### config.mk
export PLATFORM = sky130hd
export DESIGN_NAME = cdfa_core
export DESIGN_NICKNAME = d
export VERILOG_FILES = /design/src/cdfa_core.v
export VERILOG_INCLUDE_DIRS = /design/src /design/src/src
export SDC_FILE = /design/constraint.sdc
export NUM_CORES = 1
export LEC_CHECK = 0
export BUFFER_PORTS_ARGS = -buffer_cell sky130_fd_sc_hd__buf_2
export CAP_MARGIN = 20
export CORE_UTILIZATION = 40
export CTS_BUF_LIST = sky130_fd_sc_hd__clkbuf_4 sky130_fd_sc_hd__clkbuf_8
export DETAILED_ROUTE_END_ITERATION = 6
export GPL_TIMING_DRIVEN = 0
export SYNTH_ARGS = -nofsm -noshare
export SYNTH_HDL_FRONTEND = slang
export SYNTH_SLANG_ARGS = --single-unit
### constraint.sdc
create_clock -name i_ref_clk -period 5.5 [get_ports i_ref_clk]
set_input_delay 0.275 -clock i_ref_clk [delete_from_list [all_inputs] [get_ports i_ref_clk]]
set_output_delay 0.275 -clock i_ref_clk [all_outputs]
set_load 0.005 [all_outputs]
### src/cdfa_defines.vh
// constants for the double-fetch, address-format and stack unit
`ifndef CDFA_DEFINES_VH
`define CDFA_DEFINES_VH
// register word addresses (one Avalon word per register)
`define CDFA_REG_CTRL      4'h0
`define CDFA_REG_ADDR_LO   4'h1
`define CDFA_REG_ADDR_HI   4'h2
`define CDFA_REG_DATA0     4'h3
`define CDFA_REG_DATA1     4'h4
`define CDFA_REG_STATUS    4'h5
`define CDFA_REG_IRQ_STAT  4'h6
`define CDFA_REG_IRQ_MASK  4'h7
`define CDFA_REG_STK_PTR   4'h8
`define CDFA_REG_STK_CMD   4'h9
`define CDFA_REG_STK_CW    4'ha
`define CDFA_REG_STK_MW    4'hb
// ctrl bits
`define CDFA_CTRL_FETCH    0
// stack command bits
`define CDFA_STK_PUSH      0
`define CDFA_STK_POP       1
// irq bits
`define CDFA_IRQ_DONE      0
`define CDFA_IRQ_OVF       1
`define CDFA_IRQ_UNF       2
`define CDFA_IRQ_W         3
// status bits
`define CDFA_ST_BUSY       0
`define CDFA_ST_LONG       1
`define CDFA_ST_DBL        2
// stack header layout: word 0 max words, word 1 consumed words
`define CDFA_HDR_MW        20'h00000
`define CDFA_HDR_CW        20'h00001
`define CDFA_SHORT_MASK    20'h0ffff
`endif

### src/cdfa_core.v
// double-word fetch, short/long address format and stack upkeep unit
//
// The implementer's own choices: the placing of the registers and the Avalon-MM register port.
`timescale 1ns/1ns
//
// Overview of operation
// - one double-pull read request fetches two consecutive words.
// - double line false on first response makes us issue second read.
// - short format limits generated addresses to 16 bits, except the consumed-word write-back at hdr_base + 1.
// - long format keeps 32-bit addresses, drives only 20 physical bits.
// - panel switch selects format; long position lights indicator.
// - a long address spans two words: 4 high bits, 16 low bits.
// - frame length is read from the first word of a pushed frame, the last word of a popped one.
// - one stack per level, found through the stack register.
// - hardware updates consumed words; max words set by software only.
// - overflow or underflow of the stack raises a trap.
`include "cdfa_defines.vh"
module cdfa_core (
   input  wire        i_ref_clk,
   input  wire        i_rst_n,
   // avalon-mm slave
   input  wire [3:0]  i_avs_address,
   input  wire        i_avs_read,
   input  wire        i_avs_write,
   input  wire [31:0] i_avs_writedata,
   output reg  [31:0] o_avs_readdata,
   output reg         o_avs_waitrequest,
   // panel
   input  wire        i_format_switch_long,
   output reg         o_long_format_lamp,
   // system bus memory port
   output reg         o_mem_req,
   output reg         o_mem_double_pull,
   output reg  [19:0] o_mem_addr,
   output reg         o_mem_write,
   output reg  [15:0] o_mem_wdata,
   input  wire        i_mem_ack,
   input  wire        i_mem_resp,
   input  wire        i_mem_double,
   input  wire [15:0] i_mem_rdata,
   // traps and interrupt
   output reg         o_trap_overflow,
   output reg         o_trap_underflow,
   output reg         o_irq
);

////////////////////////////////////////////////////////////////////////////////
localparam [9:0] S_IDLE  = 10'h001;
localparam [9:0] S_REQ   = 10'h002;
localparam [9:0] S_RSP1  = 10'h004;
localparam [9:0] S_RSP2  = 10'h008;
localparam [9:0] S_REQ2  = 10'h010;
localparam [9:0] S_DONE  = 10'h020;
localparam [9:0] S_HDR   = 10'h040;
localparam [9:0] S_CHECK = 10'h080;
localparam [9:0] S_LEN   = 10'h100;
localparam [9:0] S_WRCW  = 10'h200;

// address formed in the active format
function [19:0] fmt_addr;
   input        long_fmt;
   input [31:0] a;
   begin
      if (long_fmt)
         fmt_addr = a[19:0];
      else
         fmt_addr = a[19:0] & `CDFA_SHORT_MASK;
   end
endfunction

// switch synchroniser: first stage is read only by the second
reg        sw_meta;
reg        long_fmt;
reg [9:0]  state;
reg [31:0] addr;
reg [15:0] data0;
reg [15:0] data1;
reg        got_double;
reg [3:0]  irq_stat;
reg [3:0]  irq_mask;
reg [31:0] stk_ptr;
reg [15:0] stk_mw;
reg [15:0] stk_cw;
reg [15:0] frame_len;
reg        op_push;
reg        op_stack;
reg [3:0]  ev;
reg        rd_pend;
reg        mem_busy;

wire        busy = (state != S_IDLE);
wire [17:0] cw_sum = {2'h0, stk_cw} + {2'h0, frame_len};
wire [19:0] hdr_base = fmt_addr(long_fmt, stk_ptr);

////////////////////////////////////////////////////////////////////////////////
always @(posedge i_ref_clk) begin
   if (!i_rst_n) begin
      sw_meta  <= 1'b0;
      long_fmt <= 1'b0;
   end else begin
      sw_meta  <= i_format_switch_long;
      long_fmt <= sw_meta;
   end
end

////////////////////////////////////////////////////////////////////////////////
// memory sequencer
always @(posedge i_ref_clk) begin
   if (!i_rst_n) begin
      state             <= S_IDLE;
      o_mem_req         <= 1'b0;
      o_mem_double_pull <= 1'b0;
      o_mem_addr        <= 20'h00000;
      o_mem_write       <= 1'b0;
      o_mem_wdata       <= 16'h0000;
      data0             <= 16'h0000;
      data1             <= 16'h0000;
      got_double        <= 1'b0;
      stk_mw            <= 16'h0000;
      stk_cw            <= 16'h0000;
      frame_len         <= 16'h0000;
      op_push           <= 1'b0;
      op_stack          <= 1'b0;
      mem_busy          <= 1'b0;
      ev                <= 4'h0;
      o_trap_overflow   <= 1'b0;
      o_trap_underflow  <= 1'b0;
   end else begin
      ev               <= 4'h0;
      o_trap_overflow  <= 1'b0;
      o_trap_underflow <= 1'b0;
      case (state)
         S_IDLE: begin
            if (i_avs_write && o_avs_waitrequest == 1'b0) begin
               if (i_avs_address == `CDFA_REG_CTRL &&
                   i_avs_writedata[`CDFA_CTRL_FETCH]) begin
                  o_mem_req         <= 1'b1;
                  o_mem_double_pull <= 1'b1;
                  o_mem_write       <= 1'b0;
                  o_mem_addr        <= fmt_addr(long_fmt, addr);
                  op_stack          <= 1'b0;
                  state             <= S_REQ;
               end else if (i_avs_address == `CDFA_REG_STK_CMD &&
                            |i_avs_writedata[1:0]) begin
                  // header located through the stack register
                  op_push           <= i_avs_writedata[`CDFA_STK_PUSH];
                  op_stack          <= 1'b1;
                  o_mem_req         <= 1'b1;
                  o_mem_double_pull <= 1'b1;
                  o_mem_write       <= 1'b0;
                  o_mem_addr        <= hdr_base;
                  state             <= S_REQ;
               end
            end
         end
         S_REQ: begin
            if (i_mem_ack) begin
               o_mem_req <= 1'b0;
               // pull marks the request cycle only
               o_mem_double_pull <= 1'b0;
               state     <= S_RSP1;
            end
         end
         S_RSP1: begin
            if (i_mem_resp) begin
               data0             <= i_mem_rdata;
               got_double        <= i_mem_double;
               o_mem_double_pull <= 1'b0;
               // double line true means the second word follows
               if (i_mem_double) begin
                  state <= S_RSP2;
               end else begin
                  o_mem_req  <= 1'b1;
                  o_mem_addr <= fmt_addr(long_fmt, {12'h000, o_mem_addr} + 32'h1);
                  state      <= S_REQ2;
               end
            end
         end
         S_REQ2: begin
            if (i_mem_ack) begin
               o_mem_req <= 1'b0;
               state     <= S_RSP2;
            end
         end
         S_RSP2: begin
            if (i_mem_resp) begin
               data1 <= i_mem_rdata;
               if (op_stack && !o_mem_write && !mem_busy) begin
                  stk_mw <= data0;
                  stk_cw <= i_mem_rdata;
                  state  <= op_push ? S_LEN : S_CHECK;
                  if (op_push) begin
                     // frame length from first word of new frame
                     o_mem_req         <= 1'b1;
                     o_mem_addr        <= fmt_addr(long_fmt, {12'h000, hdr_base}
                                          + {16'h0000, i_mem_rdata} + 32'h2);
                     mem_busy          <= 1'b1;
                  end else begin
                     // top frame length word is the last consumed word
                     o_mem_req         <= 1'b1;
                     o_mem_addr        <= fmt_addr(long_fmt, {12'h000, hdr_base}
                                          + {16'h0000, i_mem_rdata} + 32'h1);
                     mem_busy          <= 1'b1;
                     state             <= S_LEN;
                  end
               end else begin
                  state <= S_DONE;
               end
            end
         end
         S_LEN: begin
            if (i_mem_ack)
               o_mem_req <= 1'b0;
            if (i_mem_resp) begin
               frame_len <= i_mem_rdata;
               state     <= S_CHECK;
            end
         end
         S_CHECK: begin
            // overflow against max words, underflow below zero or on an empty stack
            if (op_push && (cw_sum > {2'h0, stk_mw})) begin
               o_trap_overflow <= 1'b1;
               ev[`CDFA_IRQ_OVF] <= 1'b1;
               state <= S_DONE;
            end else if (!op_push && (frame_len > stk_cw || stk_cw == 16'h0000)) begin
               o_trap_underflow <= 1'b1;
               ev[`CDFA_IRQ_UNF] <= 1'b1;
               state <= S_DONE;
            end else begin
               // only the consumed count is written back
               o_mem_req   <= 1'b1;
               o_mem_write <= 1'b1;
               o_mem_addr  <= hdr_base + `CDFA_HDR_CW;
               o_mem_wdata <= op_push ? cw_sum[15:0] : (stk_cw - frame_len);
               stk_cw      <= op_push ? cw_sum[15:0] : (stk_cw - frame_len);
               state       <= S_WRCW;
            end
         end
         S_WRCW: begin
            if (i_mem_ack) begin
               o_mem_req   <= 1'b0;
               o_mem_write <= 1'b0;
               state       <= S_DONE;
            end
         end
         S_DONE: begin
            mem_busy        <= 1'b0;
            ev[`CDFA_IRQ_DONE] <= 1'b1;
            state           <= S_IDLE;
         end
         default: state <= S_IDLE;
      endcase
   end
end

////////////////////////////////////////////////////////////////////////////////
// avalon slave: one wait cycle on every access so readdata is registered
always @(posedge i_ref_clk) begin
   if (!i_rst_n) begin
      o_avs_waitrequest  <= 1'b1;
      o_avs_readdata     <= 32'h00000000;
      rd_pend            <= 1'b0;
      addr               <= 32'h00000000;
      irq_stat           <= 4'h0;
      irq_mask           <= 4'h0;
      stk_ptr            <= 32'h00000000;
      o_irq              <= 1'b0;
      o_long_format_lamp <= 1'b0;
   end else begin
      o_long_format_lamp <= long_fmt;
      o_irq <= |(irq_stat & irq_mask);
      o_avs_waitrequest <= 1'b1;
      rd_pend <= 1'b0;
      if ((i_avs_read || i_avs_write) && o_avs_waitrequest && !rd_pend) begin
         o_avs_waitrequest <= 1'b0;
         rd_pend           <= 1'b1;
         case (i_avs_address)
            `CDFA_REG_ADDR_LO: o_avs_readdata <= {16'h0000, addr[15:0]};
            // long address high word holds 4 bits
            `CDFA_REG_ADDR_HI: o_avs_readdata <= {28'h0000000, addr[19:16]};
            `CDFA_REG_DATA0:   o_avs_readdata <= {16'h0000, data0};
            `CDFA_REG_DATA1:   o_avs_readdata <= {16'h0000, data1};
            `CDFA_REG_STATUS:  o_avs_readdata <= {29'h0, got_double, long_fmt, busy};
            `CDFA_REG_IRQ_STAT: o_avs_readdata <= {28'h0, irq_stat};
            `CDFA_REG_IRQ_MASK: o_avs_readdata <= {28'h0, irq_mask};
            `CDFA_REG_STK_PTR: o_avs_readdata <= stk_ptr;
            `CDFA_REG_STK_CW:  o_avs_readdata <= {16'h0000, stk_cw};
            `CDFA_REG_STK_MW:  o_avs_readdata <= {16'h0000, stk_mw};
            default:           o_avs_readdata <= 32'h00000000;
         endcase
      end
      if (i_avs_write && !o_avs_waitrequest && !busy) begin
         case (i_avs_address)
            `CDFA_REG_ADDR_LO: addr[15:0] <= i_avs_writedata[15:0];
            // only 20 physical bits kept in long format
            `CDFA_REG_ADDR_HI: addr[31:16] <= long_fmt ?
                                  {12'h000, i_avs_writedata[3:0]} : 16'h0000;
            `CDFA_REG_IRQ_MASK: irq_mask <= i_avs_writedata[3:0];
            `CDFA_REG_STK_PTR: stk_ptr <= i_avs_writedata;
            default: ;
         endcase
      end
      // set wins over read-clear
      if (i_avs_read && !o_avs_waitrequest && i_avs_address == `CDFA_REG_IRQ_STAT)
         irq_stat <= ev;
      else
         irq_stat <= irq_stat | ev;
   end
end

endmodule // cdfa_core

# Word level (Yosys, flattened, before mapping)
# Index checks and enable logic that the tools add are counted.
[op_classes]
n_reduce_logical = 52
n_eq_ne = 34
n_addsub = 7
magnitude_cmp = 2
n_bitwise = 6
muxes = 64
[ops]
columns = ["cell", "count"]
rows = [
  ["$pmux 32 s10", 1],
  ["$mux 20", 15],
  ["$mux 10", 11],
  ["$mux 16", 5],
  ["$pmux 10 s8", 1],
  ["$pmux 20 s4", 1],
  ["$add 20x1->20 const B", 3],
  ["$pmux 16 s2", 1],
  ["$ne 2x2->1 const B", 11],
  ["$mux 1", 21],
  ["$add 20x16->20", 1],
  ["$add 20x2->20 const B", 1],
  ["$add 16x16->17", 1],
  ["$gt 17x16->1", 1],
  ["$eq 4x3->1 const B", 4],
  ["$eq 4x4->1 const B", 4],
  ["$gt 16x16->1", 1],
  ["$logic_not 16->1", 1],
  ["$reduce_and 2->1", 8],
  ["$sub 16x16->16", 1],
  ["$logic_and 1x1->1", 13],
  ["$reduce_and 3->1", 4],
  ["$eq 10x1->1 const B", 1],
  ["$eq 10x10->1 const B", 1],
  ["other kinds (36)", 53],
]
[word_totals]
register_bits = 237
input_bits = 60

# Depth between registers and ports, before layout
[depth]
word_depth = 8
mapped_depth = 23

# Worst setup path after synthesis
# No wires, ideal clock.
[synth_path]
path_type = "reg2reg"
start = "register stk_cw[0]"
end = "register o_mem_addr[16]"
setup_time_ps = 127
stages_incl_launch_ff = 19
path_buffers = 0
t_arrival_ps = 4110
slack_ps = 1263
cell_sequence = "dfxtp_1 -> ha_1 -> fa_1 -> nor2b_1 -> o311ai_1 -> a21oi_1 -> a31oi_4 -> o21bai_1 -> a21oi_1 -> xnor2_1 -> ha_1 -> a2111oi_0 -> o21a_1 -> a21oi_1 -> o31ai_4 -> o21ai_2 -> or2_4 -> and3_1 -> or3_1"
[synth_between]
elab_chain_cells = 5
[synth_lines]
columns = ["item", "line_no", "source"]
rows = [
  ["from (decl)", "cdfa_core.v:83", "reg [15:0] stk_cw;"],
  ["from (signal assigned)", "cdfa_core.v:190", "stk_cw <= i_mem_rdata;"],
  ["from (signal assigned)", "cdfa_core.v:235", "stk_cw <= op_push ? cw_sum[15:0] : (stk_cw - frame_len);"],
  ["$add 16x16->17 (tied with other cells)", "cdfa_core.v:92", "wire [17:0] cw_sum = {2'h0, stk_cw} + {2'h0, frame_len};"],
  ["$gt 17x16->1 / $logic_or 1x1->1 (equally long branches)", "cdfa_core.v:221, cdfa_core.v:225", ""],
  ["$logic_and 1x1->1, on equally long branches", "cdfa_core.v:221, cdfa_core.v:225", ""],
  ["$ne 2x2->1 (no line)", "--", ""],
  ["$reduce_and 9->1 (no line) *", "--", ""],
  ["to (signal assigned)", "cdfa_core.v:195", "o_mem_addr <= fmt_addr(long_fmt, {12'h000, hdr_base}"],
  ["to (signal assigned)", "cdfa_core.v:201", "o_mem_addr <= fmt_addr(long_fmt, {12'h000, hdr_base}"],
  ["to (signal assigned)", "cdfa_core.v:233", "o_mem_addr <= hdr_base + `CDFA_HDR_CW;"],
  ["to (decl)", "cdfa_core.v:34", "output reg [19:0] o_mem_addr,"],
]
# Every way passes the cells marked *; elsewhere a longest branch is shown, timed or not.
# A chain may end at the register's enable or synchronous reset.

# Final worst setup path
[layout_path]
start = "register stk_cw[3]"
end = "register o_mem_wdata[4]"
[layout_between]
elab_chain_cells = 5
[layout_lines]
columns = ["item", "line_no", "source"]
rows = [
  ["$add 16x16->17 (tied with other cells)", "cdfa_core.v:92", ""],
  ["$gt 17x16->1 / $logic_or 1x1->1 (equally long branches)", "cdfa_core.v:221, cdfa_core.v:225", ""],
  ["$logic_and 1x1->1, on equally long branches", "cdfa_core.v:221, cdfa_core.v:225", ""],
  ["$not 1->1 (no line)", "--", ""],
  ["$reduce_and 3->1 (no line)", "--", ""],
  ["to (signal assigned)", "cdfa_core.v:234", "o_mem_wdata <= op_push ? cw_sum[15:0] : (stk_cw - frame_len);"],
  ["to (decl)", "cdfa_core.v:36", "output reg [15:0] o_mem_wdata,"],
]
# Several ways; a longest one is shown, not always the timed one.

==> metrics.md <==
| Metric | Value |
|---|---|
| Outcome | `complete, but fails checks` |
| Failing checks | `DRC` |
| Final worst path period share | `between 90% and 100%` |
| H-tree depth | `2` |
| Chain of cells forming the critical path | `ha_1 -> buf_2 -> nor3_1 -> o21ai_0 -> a31oi_2 -> a31oi_1 -> o21ai_0 -> a31oi_1 -> o21bai_1 -> xnor2_1 -> ha_1 -> nand4_1 -> nor3_1 -> nand2_1 -> o21ai_0 -> a21oi_1 -> o31ai_4 -> and3_1 -> buf_2 -> buf_4 -> mux2i_1 -> nor2_1` |
| CP required | `5930 ps` |
| Count of buffering cells on the critical path with inverters included | `3` |
| Design Area, Final | `about 0.017 sq mm` |
| Total power divided by cell area | `246 mW/mm^2` |
| Wire length reported by the detailed router | `~55 mm` |
| Commonest register cell after synthesis | `dfxtp_1` |
| Top fanout value on the critical path | `10` |
| FP Rows | `68` |
| Yosys Warn Count | `0` |
| Sequential cell area fraction in the yosys report | `between 30% and 40%` |
| Clock tree from TritonCTS | `built` |
| Dominant delay contributor by cell family on the critical path | `compound AO/OA/AOI/OAI gates` |
| Slowest cell on the critical path | `dfxtp_1` |
| Synth cell types | `88` |
| Master cell of the clock root buffer | `clkbuf_8` |
| Syn avg cell area | `7.79 sq um` |
| Final hold violation count | `0` |
| Starting density of the core | `just over 40%` |
| Slew Limit Fails | `0` |
| Flip-flop and latch count after synthesis | `232` |
| PnR worst setup slack | `160 ps` |
| Max Clock Freq | `187 MHz` |
| Final-report setup violation count | `0` |
| Total instance count after detailed placement | `2385` |
| Startpoint class of the critical path | `register` |
| Detailed-route DRC error count | `4` |
| DIE WIDTH | `189 um` |
| Worst rel slew slack | `a little over a fifth` |
| Most repeated library cell on the critical path | `o21ai_0` |
| HPWL reported at the end of detailed placement | `a little over 40 mm` |
| Global-route wire length before repair | `roughly 82 mm` |
| Antenna violations before repair | `0` |
| Final #Nets | `roughly 2100` |
| Number of flops mapped to enable cells by yosys | `0` |
| Weighted congestion at the end of routability-driven global placement | `approximately 0.93` |
| Vert. Die Dim | `~190 um` |
| Slew of the pin with the lowest slew margin | `~1200 ps` |
| Overall Global Routing Usage | `about 30%` |
| Max_cap viols | `0` |
| Pre-Repair DR Iteration Count | `7` |
| I/O pin total | `136` |
| Antenna Cells | `0` |
| Nets in the synthesized netlist | `around 1900` |
| Minimum setup slack after placement | `-19.8 ps` |
| Vias in the first global route | `~14000` |
| Dpl cell area | `around 0.015 sq mm` |
| Total via count after detailed routing | `14673` |
| Maximum number of pins on one net before global-route repair | `13` |
| Die footprint | `0.0357 sq mm` |
| Critical path type | `register to register` |
| Worst Setup End Kind | `register` |
| Clock latency on the worst-skew pair | `roughly 600 ps` |
| Drt via density | `slightly below 6` |
| Fin cells | `roughly 2500` |
| Cells after synthesis | `~1800` |
| Inserted Clock Buffers | `43` |
| Total overflow reported by the global router | `0` |
| Clock tree skew after final layout | `47.0 ps` |
| Clock transition at the registers of the reported paths | `60 ps` |
| Post-route minimum period | `roughly 5300 ps` |
| Clk sinks | `around 230` |
| Leakage power of the design | `0.00659 uW` |
| Delay of the slowest cell on the worst path | `roughly 510 ps` |
| Area inside the core boundary | `approximately 0.034 sq mm` |
| Maximum buffer depth of the clock tree | `3` |
| Async S/R FF share, synth | `0%` |
| Worst hold path class | `input port to register` |
| IO buf count | `133` |
| Post-synthesis instance area | `0.0140 sq mm` |
| Area growth from synthesis to layout | `18.6%` |
| Wire per inst | `about 22 um` |
| Crit path DAT | `roughly 5800 ps` |
| ANT nets after route | `0` |
| 1st-iter DRT viols | `between 1000 and 1500` |
| Ratio of cells with drive above 1 in the final layout | `around an eighth` |
| Worst vdd ir | `roughly 0.00016 V` |
metal layers:
layer  part of all wire, %  GRT usage [%]  vias up
li1                      -              -     6828
met1                    44           41.5     6986
met2                    43           45.8      752
met3                   9.5           5.65      107
met4                   3.4           10.7        0
met5                     0              0        -
repair_timing:
item / 4_1_cts / 5_1_grt
buffers inserted: 0 / 3
pin swaps: 0 / 3
endpoints found under the setup margin: 3 / 44
hold buffers: 39 / 0
endpoints found under the hold margin: 61 / 0
resized for setup: 1 / 3
state kept, by name (all words and copies together), names as in the netlist, 2 cells and up:
| name | count |
|---|---|
| irq_stat | 3 |
| o_mem_wdata | 16 |
| stk_mw | 16 |
| data0 | 16 |
| data1 | 16 |
| state | 9 |
| stk_ptr | 32 |
| stk_cw | 16 |
| o_mem_addr | 20 |
| frame_len | 16 |
| o_avs_readdata | 32 |
| irq_mask | 4 |
| ev | 2 |
| addr | 20 |
worst min-delay path, stage by stage:
cell and delay (ps):
buf_2 150, nand2_1 70, a21oi_1 50
kinds of logic (layout without fill, tap and decap cells):
logic type                 count (synthesis)  after routing  share of synthesized area [%]
DFF                                      232            232                           33.2
buffers and inverters                    175            426                           5.04
xor gates and xnor gates                  81             81                           5.17
muxes                                     55             55                           4.00
and+or+nand+nor                          693            693                           23.0
AOI/OAI and AO/OA                        489            489                           23.1
adders and majority gates                 71             71                           6.51
through the flow:
stage          hold WS, ps  total power, uW  utilization (%)  setup TNS [ps]
2_1_floorplan          402             2050                -               0
3_3_place_gp           420             2240             44.2               0
3_5_place_dp           428             2250             44.2           -19.8
4_1_cts               9.43             4070             48.0               0
5_1_grt               17.7             4210             48.2           -18.5
6_report              27.6             4080             48.2               0
cells in the final DEF, fill, tap and decap left out, drive strengths merged, types with 19 or more instances in the layout:
cell type    count
mux2i           48
a22oi           46
dlygate4sd3     39
nor2           145
xor2            30
inv             67
nand2          304
a211oi          19
nand3           55
nor2b           20
buf            164
nor3            38
a22o            33
ha              68
a21oi          187
dfxtp          232
xnor2           50
clkbuf         147
o21ai           63
o211ai          19
cells in the mapped netlist (7+ instances only):
cell | number | area (sq um)
o21bai_1 | 13 | 97.6
nand2b_1 | 18 | 113
a21o_1 | 12 | 90.1
dfxtp_1 | 232 | 4640
nor2b_1 | 19 | 119
nand4_1 | 15 | 93.8
and3_1 | 11 | 68.8
and2_1 | 16 | 100
o211ai_1 | 19 | 143
buf_2 | 14 | 70.1
o21a_1 | 7 | 52.6
clkbuf_1 | 83 | 312
inv_1 | 65 | 244
xnor2_1 | 50 | 438
a21oi_1 | 186 | 931
a222oi_1 | 7 | 70.1
xor2_1 | 30 | 263
ha_1 | 68 | 851
nor4_1 | 10 | 62.6
a22o_1 | 33 | 289
nor2_1 | 145 | 544
o21ai_0 | 62 | 310
a22oi_1 | 46 | 345
nand2_1 | 304 | 1140
a211oi_1 | 19 | 143
o31ai_1 | 9 | 67.6
nor3_1 | 37 | 185
nand3_1 | 55 | 275
or3_1 | 18 | 113
mux2i_1 | 48 | 480
mux2_2 | 7 | 78.8
a31oi_1 | 12 | 75.1
power breakdown:
part | internal, uW | switching [uW] | total, uW | leakage (uW)
Sequential | 1720 | 47.2 | 1770 | 0.00187
Clock | 1010 | 803 | 1810 | 0.000481
Combinational | 181 | 311 | 492 | 0.00424
layout make-up:
class                           count  area, sq um
Sequential cell                   232         4640
Buffer                            110          462
Clock inverter                     11          100
Multi-Input combinational cell   1389         8660
Timing Repair Buffer              177         1090
Inverter                           65          244
Clock buffer                       63          823
Tap cell                          455          569
Fill cell                        3485        17900
path summary, 6_finish.rpt:
path | start | to | slack (ps) | cells past startpoint
hold / removal | i_mem_rdata[0] | data1[0] | 30 | 3
setup / recovery | stk_cw[3] | o_mem_wdata[4] | 160 | 22
setup reg to reg | stk_cw[3] | o_mem_wdata[4] | 160 | 22
hold reg to reg | sw_meta | long_fmt | 440 | 1
Power figures use the tool's default switching activity.
